## config.mk

```make
export PLATFORM = sky130hd
export DESIGN_NAME = bafe_regs
export DESIGN_NICKNAME = d
export VERILOG_FILES = /design/src/hdl/bafe_sync.v /design/src/hdl/bafe_fifo.v /design/src/hdl/bafe_regs.v
export VERILOG_INCLUDE_DIRS = /design/src /design/src/hdl
export SDC_FILE = /design/constraint.sdc
export NUM_CORES = 1
export LEC_CHECK = 0
export BUFFER_PORTS_ARGS = -buffer_cell sky130_fd_sc_hd__buf_4
export CORE_AREA = 2 2 211 161
export DETAILED_ROUTE_END_ITERATION = 8
export DIE_AREA = 0 0 213 163
export SLEW_MARGIN = 40
export SYNTH_ARGS = -nofsm -noshare
export SYNTH_HDL_FRONTEND = slang
export SYNTH_SLANG_ARGS = --single-unit
```

## constraint.sdc

```tcl
create_clock -name ref_clk -period 3.1 [get_ports ref_clk]
set_input_delay 0.93 -clock ref_clk [delete_from_list [all_inputs] [get_ports ref_clk]]
set_output_delay 0.93 -clock ref_clk [all_outputs]
set_load 0.005 [all_outputs]
```

## src/hdl/bafe_map.vh

```
// Register map, field positions and serial frame counts of the front end.
// Functional notes
// - No-operation registers sit at 0x00 and 0x7F and affect nothing.
// - Reading a no-operation register keeps serial output at zero throughout.
// - Writes to a no-operation register are discarded without side effects.
// - Status at 0x01 is read-only and summarises device state; writes ignored.
// - Status upper bytes show every interrupt term regardless of enables.
// - Interrupt term bits read one while their condition holds.
// - Status low byte carries the four electrode threshold indications.
// - Address 0x20 reads sample FIFO words in burst while host keeps clocking.
// - Address 0x21 reads one FIFO word per transaction and advances it.
// - Address 0x25 returns the latest beat interval; read-only.
// - FIFO reads at 0x20/0x21 advance the FIFO at serial edge 30; status reads do not.
// - Burst continues one word per 24-edge subframe while data remains.
// - Ended latched status conditions other than overflow clear at edge 32 of a status read.
`ifndef BAFE_MAP_VH
`define BAFE_MAP_VH

`define BAFE_ADDR_NOP_LO   7'h00
`define BAFE_ADDR_STATUS   7'h01
`define BAFE_ADDR_CAL      7'h12
`define BAFE_ADDR_EMUX     7'h14
`define BAFE_ADDR_CHAN     7'h15
`define BAFE_ADDR_BEAT_A   7'h1D
`define BAFE_ADDR_BEAT_B   7'h1E
`define BAFE_ADDR_BURST    7'h20
`define BAFE_ADDR_NORMAL   7'h21
`define BAFE_ADDR_INTERVAL 7'h25
`define BAFE_ADDR_NOP_HI   7'h7F

`define BAFE_MASK_CAL      24'h707FFF
`define BAFE_MASK_EMUX     24'hBF0000
`define BAFE_MASK_CHAN     24'hC37000
`define BAFE_MASK_BEAT_A   24'hFFBF00
`define BAFE_MASK_BEAT_B   24'h3F3700

`define BAFE_RST_CAL       24'h000000
`define BAFE_RST_EMUX      24'h000000
`define BAFE_RST_CHAN      24'h000000
`define BAFE_RST_BEAT_A    24'h000000
`define BAFE_RST_BEAT_B    24'h000000

`define BAFE_ST_FIFO_THR   23
`define BAFE_ST_FIFO_OVF   22
`define BAFE_ST_FAST       21
`define BAFE_ST_DCLOFF     20
`define BAFE_ST_LEAD_ON    11
`define BAFE_ST_BEAT       10
`define BAFE_ST_SAMPLE     9
`define BAFE_ST_PLL        8

`define BAFE_CMD_LAST      4'h7
`define BAFE_POP_EDGE      5'h15
`define BAFE_WORD_LAST     5'h17

`endif

```

## src/hdl/bafe_sync.v

```verilog
// Two-stage synchroniser for pin inputs entering the ref_clk domain.
`timescale 1ns/10ps
module bafe_sync #(
   parameter W = 1
) (
   // Clock and reset
   input  wire         ref_clk,
   input  wire         resetn,
   // Data
   input  wire [W-1:0] async_in,
   output wire [W-1:0] sync_out
);
   reg [W-1:0] meta_r;
   reg [W-1:0] sync_r;

   always @(posedge ref_clk) begin
      if (!resetn) begin
         meta_r <= {W{1'b1}};
         sync_r <= {W{1'b1}};
      end else begin
         meta_r <= async_in;
         sync_r <= meta_r;
      end
   end

   assign sync_out = sync_r;
endmodule // bafe_sync

```

## src/hdl/bafe_fifo.v

```verilog
// Sample FIFO with valid/ready on both sides.
`timescale 1ns/10ps
module bafe_fifo #(
   parameter W  = 24,
   parameter D  = 4,
   parameter AW = 2
) (
   // Clock and reset
   input  wire         ref_clk,
   input  wire         resetn,
   // Fill side
   input  wire [W-1:0] in_data,
   input  wire         in_valid,
   output reg          in_ready,
   // Drain side
   output wire [W-1:0] out_data,
   output wire         out_valid,
   input  wire         out_ready
);
   reg [W-1:0]  mem [0:D-1];
   reg [AW-1:0] wp_r;
   reg [AW-1:0] rp_r;
   reg [AW:0]   cnt_r;
   reg [AW:0]   cnt_nxt;
   wire         push;
   wire         pop;

   assign out_valid = (cnt_r != {(AW+1){1'b0}});
   assign out_data  = mem[rp_r];
   assign push      = in_valid & in_ready;
   assign pop       = out_valid & out_ready;

   always @* begin
      cnt_nxt = cnt_r;
      if (push & ~pop)
         cnt_nxt = cnt_r + 1'b1;
      else if (pop & ~push)
         cnt_nxt = cnt_r - 1'b1;
   end

   // Pointers wrap as a power of two; keep D equal to 2**AW.
   always @(posedge ref_clk) begin
      if (!resetn) begin
         wp_r     <= {AW{1'b0}};
         rp_r     <= {AW{1'b0}};
         cnt_r    <= {(AW+1){1'b0}};
         in_ready <= 1'b0;
      end else begin
         if (push) begin
            mem[wp_r] <= in_data;
            wp_r      <= wp_r + 1'b1;
         end
         if (pop)
            rp_r <= rp_r + 1'b1;
         cnt_r    <= cnt_nxt;
         in_ready <= (cnt_nxt != D[AW:0]);
      end
   end
endmodule // bafe_fifo

```

## src/hdl/bafe_regs.v

```verilog
// Serial register bank of the biopotential front end with its sample FIFO.
`timescale 1ns/10ps
`include "bafe_map.vh"
module bafe_regs #(
   parameter SW = 24,
   parameter FD = 4,
   parameter FA = 2
) (
   // Clock and reset
   input  wire          ref_clk,
   input  wire          resetn,
   // Serial interface pins
   input  wire          spi_cs_n,
   input  wire          spi_sclk,
   input  wire          spi_sdi,
   output reg           spi_sdo,
   output reg           spi_sdo_oe_n,
   // Sample stream into the FIFO
   input  wire [SW-1:0] smp_data,
   input  wire          smp_valid,
   output wire          smp_ready,
   // Condition inputs from the channel logic
   input  wire          fast_recovery_cond,
   input  wire          dc_lead_off_cond,
   input  wire          lead_on_cond,
   input  wire          beat_event,
   input  wire [23:0]   beat_interval_in,
   input  wire          sample_sync,
   input  wire          pll_unlock_cond,
   input  wire [3:0]    threshold_cond,
   // Configuration outputs
   output reg  [23:0]   calibration_config_r,
   output reg  [23:0]   input_mux_config_r,
   output reg  [23:0]   channel_config_r,
   output reg  [23:0]   beat_detect_config_a_r,
   output reg  [23:0]   beat_detect_config_b_r
);
   localparam [1:0] ST_CMD  = 2'b00;
   localparam [1:0] ST_DATA = 2'b01;
   localparam [1:0] ST_HOLD = 2'b10;

   // Write mask per address; zero for read-only and unmapped addresses.
   function [23:0] wmask;
      input [6:0] a;
      begin
         if (a == `BAFE_ADDR_CAL)
            wmask = `BAFE_MASK_CAL;
         else if (a == `BAFE_ADDR_EMUX)
            wmask = `BAFE_MASK_EMUX;
         else if (a == `BAFE_ADDR_CHAN)
            wmask = `BAFE_MASK_CHAN;
         else if (a == `BAFE_ADDR_BEAT_A)
            wmask = `BAFE_MASK_BEAT_A;
         else if (a == `BAFE_ADDR_BEAT_B)
            wmask = `BAFE_MASK_BEAT_B;
         else
            wmask = 24'h000000;
      end
   endfunction

   // Synchronised pins.
   wire [2:0]    pin_s;
   wire          cs_s;
   wire          sclk_s;
   wire          sdi_s;

   // FIFO drain side.
   wire [SW-1:0] fifo_data;
   wire          fifo_vld;
   reg           pop_r;

   // Serial engine state.
   reg  [1:0]    state_r;
   reg  [3:0]    hcnt_r;
   reg  [4:0]    dcnt_r;
   reg  [6:0]    cmd_r;
   reg  [6:0]    addr_r;
   reg           rd_r;
   reg  [23:0]   in_r;
   reg  [23:0]   out_r;
   reg           word_ok_r;
   reg           sclk_q_r;
   reg           stclr_r;

   // Latched status terms.
   reg           ovf_r;
   reg           fast_r;
   reg           dcloff_r;
   reg           lon_r;
   reg           beat_r;
   reg           sample_sync_flag_r;
   reg           pll_r;
   reg  [3:0]    thr_r;
   reg  [23:0]   interval_r;

   wire          rise;
   wire          fall;
   wire          is_fifo;
   wire          is_burst;
   wire [23:0]   in_nxt;
   wire [23:0]   wr_word;
   wire [23:0]   status_word;
   reg  [23:0]   rd_word;

   bafe_sync #(
      .W        (3)
   ) u_sync (
      .ref_clk  (ref_clk),
      .resetn   (resetn),
      .async_in ({spi_cs_n, spi_sclk, spi_sdi}),
      .sync_out (pin_s)
   );

   assign cs_s   = pin_s[2];
   assign sclk_s = pin_s[1];
   assign sdi_s  = pin_s[0];

   bafe_fifo #(
      .W         (SW),
      .D         (FD),
      .AW        (FA)
   ) u_fifo (
      .ref_clk   (ref_clk),
      .resetn    (resetn),
      .in_data   (smp_data),
      .in_valid  (smp_valid),
      .in_ready  (smp_ready),
      .out_data  (fifo_data),
      .out_valid (fifo_vld),
      .out_ready (pop_r)
   );

   assign rise     = sclk_s & ~sclk_q_r;
   assign fall     = ~sclk_s & sclk_q_r;
   assign is_burst = (addr_r == `BAFE_ADDR_BURST);
   assign is_fifo  = is_burst | (addr_r == `BAFE_ADDR_NORMAL);
   assign in_nxt   = {in_r[22:0], sdi_s};
   assign wr_word  = in_nxt & wmask(addr_r);

   // Terms show regardless of any enable; every term is active high.
   assign status_word = {fifo_vld, ovf_r, fast_r, dcloff_r,
                         8'h00,
                         lon_r, beat_r, sample_sync_flag_r, pll_r,
                         4'h0, thr_r};

   // Read data chosen by the address of the command byte.
   always @* begin
      rd_word = 24'h000000;
      if (cmd_r == `BAFE_ADDR_STATUS)
         rd_word = status_word;
      else if (cmd_r == `BAFE_ADDR_BURST ||
               cmd_r == `BAFE_ADDR_NORMAL)
         rd_word = fifo_vld ? fifo_data[23:0] : 24'h000000;
      else if (cmd_r == `BAFE_ADDR_INTERVAL)
         rd_word = interval_r;
      else if (cmd_r == `BAFE_ADDR_CAL)
         rd_word = calibration_config_r;
      else if (cmd_r == `BAFE_ADDR_EMUX)
         rd_word = input_mux_config_r;
      else if (cmd_r == `BAFE_ADDR_CHAN)
         rd_word = channel_config_r;
      else if (cmd_r == `BAFE_ADDR_BEAT_A)
         rd_word = beat_detect_config_a_r;
      else if (cmd_r == `BAFE_ADDR_BEAT_B)
         rd_word = beat_detect_config_b_r;
      else
         rd_word = 24'h000000;
   end

   // Status terms: a new event wins over a clear in the same cycle.
   always @(posedge ref_clk) begin
      if (!resetn) begin
         ovf_r      <= 1'b0;
         fast_r     <= 1'b0;
         dcloff_r   <= 1'b0;
         lon_r      <= 1'b0;
         beat_r     <= 1'b0;
         sample_sync_flag_r     <= 1'b0;
         pll_r      <= 1'b0;
         thr_r      <= 4'h0;
         interval_r <= 24'h000000;
      end else begin
         // Overflow holds until reset; a refused sample sets it.
         ovf_r    <= ovf_r | (smp_valid & ~smp_ready);
         fast_r   <= fast_recovery_cond | (fast_r & ~stclr_r);
         dcloff_r <= dc_lead_off_cond | (dcloff_r & ~stclr_r);
         lon_r    <= lead_on_cond | (lon_r & ~stclr_r);
         beat_r   <= beat_event | (beat_r & ~stclr_r);
         sample_sync_flag_r   <= sample_sync | (sample_sync_flag_r & ~stclr_r);
         pll_r    <= pll_unlock_cond | (pll_r & ~stclr_r);
         thr_r    <= threshold_cond | (thr_r & {4{~stclr_r}});
         if (beat_event)
            interval_r <= beat_interval_in;
      end
   end

   // Serial engine: 7 address bits, a read flag, then 24 data bits.
   always @(posedge ref_clk) begin
      if (!resetn) begin
         state_r                <= ST_CMD;
         hcnt_r                 <= 4'h0;
         dcnt_r                 <= 5'h00;
         cmd_r                  <= 7'h00;
         addr_r                 <= 7'h00;
         rd_r                   <= 1'b0;
         in_r                   <= 24'h000000;
         out_r                  <= 24'h000000;
         word_ok_r              <= 1'b0;
         // Matches the synchroniser's reset level, so no false rise.
         sclk_q_r               <= 1'b1;
         stclr_r                <= 1'b0;
         pop_r                  <= 1'b0;
         spi_sdo                <= 1'b0;
         spi_sdo_oe_n           <= 1'b1;
         calibration_config_r   <= `BAFE_RST_CAL;
         input_mux_config_r     <= `BAFE_RST_EMUX;
         channel_config_r       <= `BAFE_RST_CHAN;
         beat_detect_config_a_r <= `BAFE_RST_BEAT_A;
         beat_detect_config_b_r <= `BAFE_RST_BEAT_B;
      end else begin
         sclk_q_r <= sclk_s;
         pop_r    <= 1'b0;
         stclr_r  <= 1'b0;
         if (cs_s) begin
            state_r      <= ST_CMD;
            hcnt_r       <= 4'h0;
            dcnt_r       <= 5'h00;
            cmd_r        <= 7'h00;
            out_r        <= 24'h000000;
            word_ok_r    <= 1'b0;
            spi_sdo      <= 1'b0;
            spi_sdo_oe_n <= 1'b1;
         end else begin
            spi_sdo_oe_n <= 1'b0;
            if (rise) begin
               case (state_r)
                  ST_CMD: begin
                     hcnt_r <= hcnt_r + 1'b1;
                     if (hcnt_r == `BAFE_CMD_LAST) begin
                        state_r   <= ST_DATA;
                        dcnt_r    <= 5'h00;
                        addr_r    <= cmd_r;
                        rd_r      <= sdi_s;
                        out_r     <= sdi_s ? rd_word : 24'h000000;
                        word_ok_r <= fifo_vld;
                     end else begin
                        cmd_r <= {cmd_r[5:0], sdi_s};
                     end
                  end
                  ST_DATA: begin
                     in_r   <= in_nxt;
                     dcnt_r <= dcnt_r + 1'b1;
                     if (dcnt_r == `BAFE_POP_EDGE && rd_r &&
                         is_fifo && word_ok_r)
                        pop_r <= 1'b1;
                     if (dcnt_r == `BAFE_WORD_LAST) begin
                        if (rd_r &&
                            addr_r == `BAFE_ADDR_STATUS)
                           stclr_r <= 1'b1;
                        if (rd_r && is_burst && fifo_vld) begin
                           out_r     <= fifo_data[23:0];
                           word_ok_r <= 1'b1;
                           dcnt_r    <= 5'h00;
                        end else begin
                           state_r <= ST_HOLD;
                        end
                        if (!rd_r) begin
                           // Masks drop unused bits and unwritable
                           // addresses, including status and no-ops.
                           if (addr_r == `BAFE_ADDR_CAL)
                              calibration_config_r <= wr_word;
                           else if (addr_r == `BAFE_ADDR_EMUX)
                              input_mux_config_r <= wr_word;
                           else if (addr_r == `BAFE_ADDR_CHAN)
                              channel_config_r <= wr_word;
                           else if (addr_r == `BAFE_ADDR_BEAT_A)
                              beat_detect_config_a_r <= wr_word;
                           else if (addr_r == `BAFE_ADDR_BEAT_B)
                              beat_detect_config_b_r <= wr_word;
                           // Other addresses are discarded.
                        end
                     end
                  end
                  default: begin
                     state_r <= ST_HOLD;
                  end
               endcase
            end
            // Data changes on falling edges, MSB first.
            if (fall) begin
               spi_sdo <= out_r[23];
               out_r   <= {out_r[22:0], 1'b0};
            end
         end
      end
   end
endmodule // bafe_regs

```

Word-level counts from Yosys, hierarchy flattened
Memory sizes are Yosys's and may differ from the RTL's. A register that Yosys moved wholly into a read port is not among the register bits. Index checks and enable logic that the tools add are counted.

Reduce and logical (&&, ||, !) cells: 29. Bitwise gates (word level): 41. Muxes and demuxes: 43. Equality and inequality tests: 29. $add $sub $neg: 6.

Operators by type and width (number): 2-to-1 mux 24 bit (19); == test 7 x 5 -> 1 bit, second input constant (10); one-hot mux 24 bit (2 select lines) (1); == test 7 x 6 -> 1 bit, second input constant (5); AND 24 bit (1); 2-to-1 mux 22 bit (1); NOT 1 bit (17); 2-to-1 mux 5 bit (3); == test 7 x 1 -> 1 bit, second input constant (2); AND 1 bit (13); inequality test 3 bit, second input constant (4); == test 5 bit, second input constant (2); 2-to-1 mux 2 bit (5); one-hot mux 5 bit (2 select lines) (1); AND reduction 10 bit (1); AND reduction 5 bit (2); 2-to-1 mux 1 bit (9); AND reduction 3 bit (3); AND reduction 9 bit (1); inequality test 2 bit, second input constant (4); bitwise OR 1 bit (8); AND reduction 4 bit (2); AND reduction 8 bit (1); AND reduction 7 bit (1); 23 further kinds (32).

Memory bits (writable): 96. Word-level logic and storage cells: 184. Bits of input ports: 64. Register bits: 248. Memories: 1. Output and inout port bits: 123.

Memory list: u_fifo.mem (words 4, width 24, read ports 1, clocked after Yosys merged registers in 1, write ports 1, line bafe_fifo.v:20) `reg [W-1:0] mem [0:D-1];`.

Longest topological paths before layout
Word-level depth: 14. Depth in mapped cells: 10.

Cells and area by module
A second synthesis with hierarchy kept.

Cell total of the unflattened synthesis: 1391. Area total of the unflattened synthesis: 14640.3 um^2.

By module, submodules not included: bafe_regs (instances 1, seq. area each 4684.5 um^2, area each 10476.3 um^2, cells an instance 1195); bafe_fifo (instances 1, seq. area each 3083.0 um^2, area each 4006.3 um^2, cells an instance 184); bafe_sync (instances 1, seq. area each 120.1 um^2, area each 157.7 um^2, cells an instance 12).

Worst setup path after synthesis
No wires, ideal clock.

Path type: input-to-reg. Start point: input resetn. End point: memory u_fifo.mem[2][0], enable pin. Stages on the path: 4. Setup slack: 0.366 ns. Arrival: 2.351 ns. Data required time: 2.717 ns. Path through: clkbuf_1 clkbuf_1 clkbuf_1 and3_1.

Word-level cells in the longest chain between the ends: 2.

RTL lines: from (decl) (line bafe_regs.v:11) `input wire resetn,`; 2-to-1 mux 1 bit (line bafe_fifo.v:43) `if (!resetn) begin`; 2-to-1 mux 1 bit (implied by the code) (line bafe_fifo.v:50) `mem[wp_r] <= in_data;`; to (decl) (line bafe_fifo.v:20).

Every way passes these cells.

Final worst setup path
Start point: register sclk_q_r. End point: register beat_detect_config_a_r[17].

Word-level cells in the longest chain between the ends: 3.

RTL lines: from (decl) (line bafe_regs.v:82) `reg sclk_q_r;`; from (signal assigned) (line bafe_regs.v:221) `sclk_q_r <= sclk_s;`; NOT 1 bit (line bafe_regs.v:133) `assign rise = sclk_s & ~sclk_q_r;`; AND 1 bit (line bafe_regs.v:133); AND reduction 9 bit (no source line); to (signal assigned) (line bafe_regs.v:218) `` beat_detect_config_a_r <= `BAFE_RST_BEAT_A; ``; to (signal assigned) (line bafe_regs.v:277) `beat_detect_config_a_r <= wr_word;`; to (decl) (line bafe_regs.v:35) `output reg [23:0] beat_detect_config_a_r,`.

Every way passes these cells. A chain may end at the register's enable or synchronous reset.

==> impl_metrics.py <==
metrics = {
    "clocking": {
        "cts_root_buffer": "clkbuf_16",
        "cts_tree": "done",
        "cts_setup_buffers": 0,
        "htreeDepth": 2,
        "cts_resized": 0,
        "clkTransAtPathRegs_ns": 0.06,
        "numCtsBuffers": 37,
        "cts_hold_buffers": 0,
        "clk_latency_ns": 0.54,
        "clock-sinks": 346,
        "cts.path.max_buffers": 3,
    },
    "logic_synthesis": {
        "synth_area_leaders": "dfxtp_1, edfxtp_1, nand2_1, mux4_2, nor2b_1",
        "yosysMostFrequentCell": "dfxtp_1",
        "synthDominantCellAreaShare": 0.3450,
        "post_synth.cell_area_avg_um2": 10.57,
        "post_synth_num_cell_types": 74,
        "synth_area_um2": 14510,
        "synthTopCellsByCount": "dfxtp_1, nand2_1, edfxtp_1, clkbuf_1, nor2b_1",
        "ys_ff_latch": 346,
        "ys_dominant_reg_cell": "dfxtp_1",
        "synth-async-reset-ratio": 0,
        "netlist_instances": 1373,
        "synth.net_count": 1449,
        "yosys.area.top_type": "dfxtp_1",
        "ys_seq_area_frac": 0.5437,
        "yosys_warnings": 0,
        "synth_edf_count": 96,
    },
    "layout": {
        "nets": 1614,
        "diodes": 0,
        "syn_to_final_growth_pct": 21.63,
        "drive_above_1_share": 0.2158,
        "final_cells": 2016,
        "fill_cells": 2918,
    },
    "grt": {
        "grt_pass1_vias": 10530,
        "grt_start_max_net_pins": 84,
        "gr-usage-all-layers": 0.2486,
        "grt_pass1_wl_um": 65120,
        "grt-ovfl-total": 0,
        "grt_antenna_before_repair": 0,
    },
    "critical_path": {
        "reg2reg_depth": 9,
        "critPathCaptureType": "flip-flop",
        "cp-start-kind": "flip-flop",
        "crit_fanout": 15,
        "r2r-end": "beat_detect_config_a_r[17]$_SDFFE_PN0P_",
        "worstReg2RegStart": "sclk_q_r$_SDFF_PN1_",
        "worstSetupPathType": "reg2reg",
        "cp_data_arrival_time_ns": 3.22,
        "r2r_slack_ns": 0.31,
        "required_ns": 3.53,
    },
    "power": {
        "p_per_area_nw_per_um2": 552.9,
        "p_leak_nw": 6.781,
        "ir_worst_vdd_v": 0.0003758,
    },
    "place": {
        "dp_cells": 1949,
        "place_congestion": 0.8878,
        "place_hpwl_um": 31590,
        "portBuffers": 186,
    },
    "die": {
        "die_h_um": 163,
        "die_x_um": 213,
        "rows": 58,
        "num_io_pins": 187,
        "dieArea_um2": 34720,
        "initial_utilization": 0.4413,
        "core-area_um2": 32870,
    },
    "timing": {
        "finalCritPeriodShare": 0.8998,
        "tightest_slew_ns": 0.8468,
        "slew_headroom": 0.4355,
        "skew_ns": 0.03200,
        "period_needed_ns": 2.789,
        "setup_viol": 0,
        "rsz0062_at_grt": "no",
        "max_freq_mhz": 358.5,
        "slew_violations": 0,
        "hold_viol_final": 0,
        "final.setup.tns_ns": 0,
    },
    "route": {
        "wl_um": 43870,
        "first_pass_iters": 5,
        "drt_iter0_drc": 1163,
        "vias": 11280,
        "wl_per_cell_um": 21.76,
        "antenna_left": 0,
        "viasPerCell": 5.596,
        "drc": 0,
    },
    "worst_hold_path": {
        "hold_path.startpoint": "u_sync.meta_r[0]$_SDFF_PN1_",
        "hold_end": "u_sync.sync_out[0]$_SDFF_PN1_",
        "hold_depth": 1,
        "hold_class": "reg2reg",
    },
    "run": {
        "cap_violations": 0,
    },
    "run_status": {
        "outcome": "completed",
    },
}
==> per-layer routing <==
metal / wire (um) / up-vias / track usage
met2: 18880 / 397 / 0.3620
li1: - / 5319 / -
met4: 1137 / 0 / 0.07152
met3: 3047 / 71 / 0.04416
met5: 0 / - / 0
met1: 20810 / 5495 / 0.3757
==> layout make-up <==
cell class / count / area, um^2 / share of cell area
repair buffers: 230 / 1752 / 0.09927
clock inverters: 15 / 168.9 / 0.009572
well taps: 450 / 563.0 / 0.03191
flip-flops and latches: 346 / 7888 / 0.4470
inverters: 18 / 67.56 / 0.003829
multi-input cells: 905 / 6158 / 0.3490
clock buffers: 52 / 1049 / 0.05942
==> worst max-delay path, stage by stage, from the launching register on <==
cell     delay, ns
dfxtp_1       0.31
inv_1         0.05
ha_1          0.23
or4b_4        0.51
nor4_1        0.51
nand3_1       0.45
buf_4         0.32
nand2_1       0.07
o21ai_0       0.07
and2_1        0.16
==> state kept, by name (all words and copies together) (netlist names), 3 cells and up, named ones only <==
name,cells
u_fifo.mem,96
beat_detect_config_a_r,24
beat_detect_config_b_r,24
calibration_config_r,24
channel_config_r,24
input_mux_config_r,24
interval_r,24
out_r,24
in_r,23
addr_r,7
cmd_r,7
dcnt_r,5
hcnt_r,4
thr_r,4
u_fifo.cnt_r,3
u_sync.meta_r,3
u_sync.sync_out,3
==> cell usage in the layout (no fill, tap or decap), types with 12 or more instances in the layout <==
master and count:
a21boi_0 53, a21oi_1 54, a22oi_1 46, and2_1 28, and3_1 74, buf_4 228
clkbuf_16 38, dfxtp_1 250, edfxtp_1 96, ha_1 12, inv_1 18, mux2i_1 44
mux4_2 24, nand2_1 154, nand2b_1 12, nand3_1 17, nor2_1 48, nor2b_1 79
o21a_1 15, o21ai_0 66, o22ai_1 12, o2bb2ai_1 13
==> worst max path at each step <==
stage                                start                                       to  slack [ns]  cells past startpoint
floorplan                           resetn               u_fifo.mem[2][0]$_DFFE_PP_        0.37                      4
global placement     cmd_r[0]$_SDFFE_PP0P_                    out_r[9]$_SDFFE_PP0P_        0.21                      8
detailed placement  addr_r[4]$_SDFFE_PN0P_    calibration_config_r[21]$_SDFFE_PN0P_        0.35                      6
CTS                  cmd_r[0]$_SDFFE_PP0P_                    out_r[9]$_SDFFE_PP0P_        0.33                      8
global route         cmd_r[0]$_SDFFE_PP0P_                   out_r[20]$_SDFFE_PP0P_        0.13                      6
finish                 sclk_q_r$_SDFF_PN1_  beat_detect_config_a_r[17]$_SDFFE_PN0P_        0.31                      9
==> cells by family after synthesis <==
logic type | Yosys count | synth area share
multiplexers | 70 | 0.06917
adder cells (fa/ha/maj) | 12 | 0.01035
AND/OR/NAND/NOR | 473 | 0.1738
buffers and inverters | 122 | 0.03303
XOR/XNOR | 15 | 0.009056
flip-flops | 346 | 0.5437
AO/OA/AOI/OAI | 335 | 0.1609
==> metrics by stage <==
| step | setup slack (ns) | hold slack, ns | power, mW | cell area [um^2] | util |
|---|---|---|---|---|---|
| global route | 0.1345 | 0.4520 | 10.07 | 17650 | 0.5368 |
| finish | 0.3106 | 0.4351 | 9.756 | 17650 | 0.5368 |
| detailed placement | 0.3530 | 0.4007 | 5.409 | 16430 | 0.4997 |
| CTS | 0.3265 | 0.4375 | 9.827 | 17640 | 0.5367 |
| floorplan | 0.3664 | 0.3863 | 5.173 | 14510 | - |
| global placement | 0.2085 | 0.4031 | 5.398 | 16420 | 0.4996 |
==> where the power goes <==
part           leakage (nW)  switching (mW)  internal [mW]  total, mW
Sequential             2.89          0.0570           4.76       4.81
Combinational          3.28           0.272          0.225      0.497
Clock                 0.606            1.82           2.63       4.44
Power figures use the tool's default switching activity.
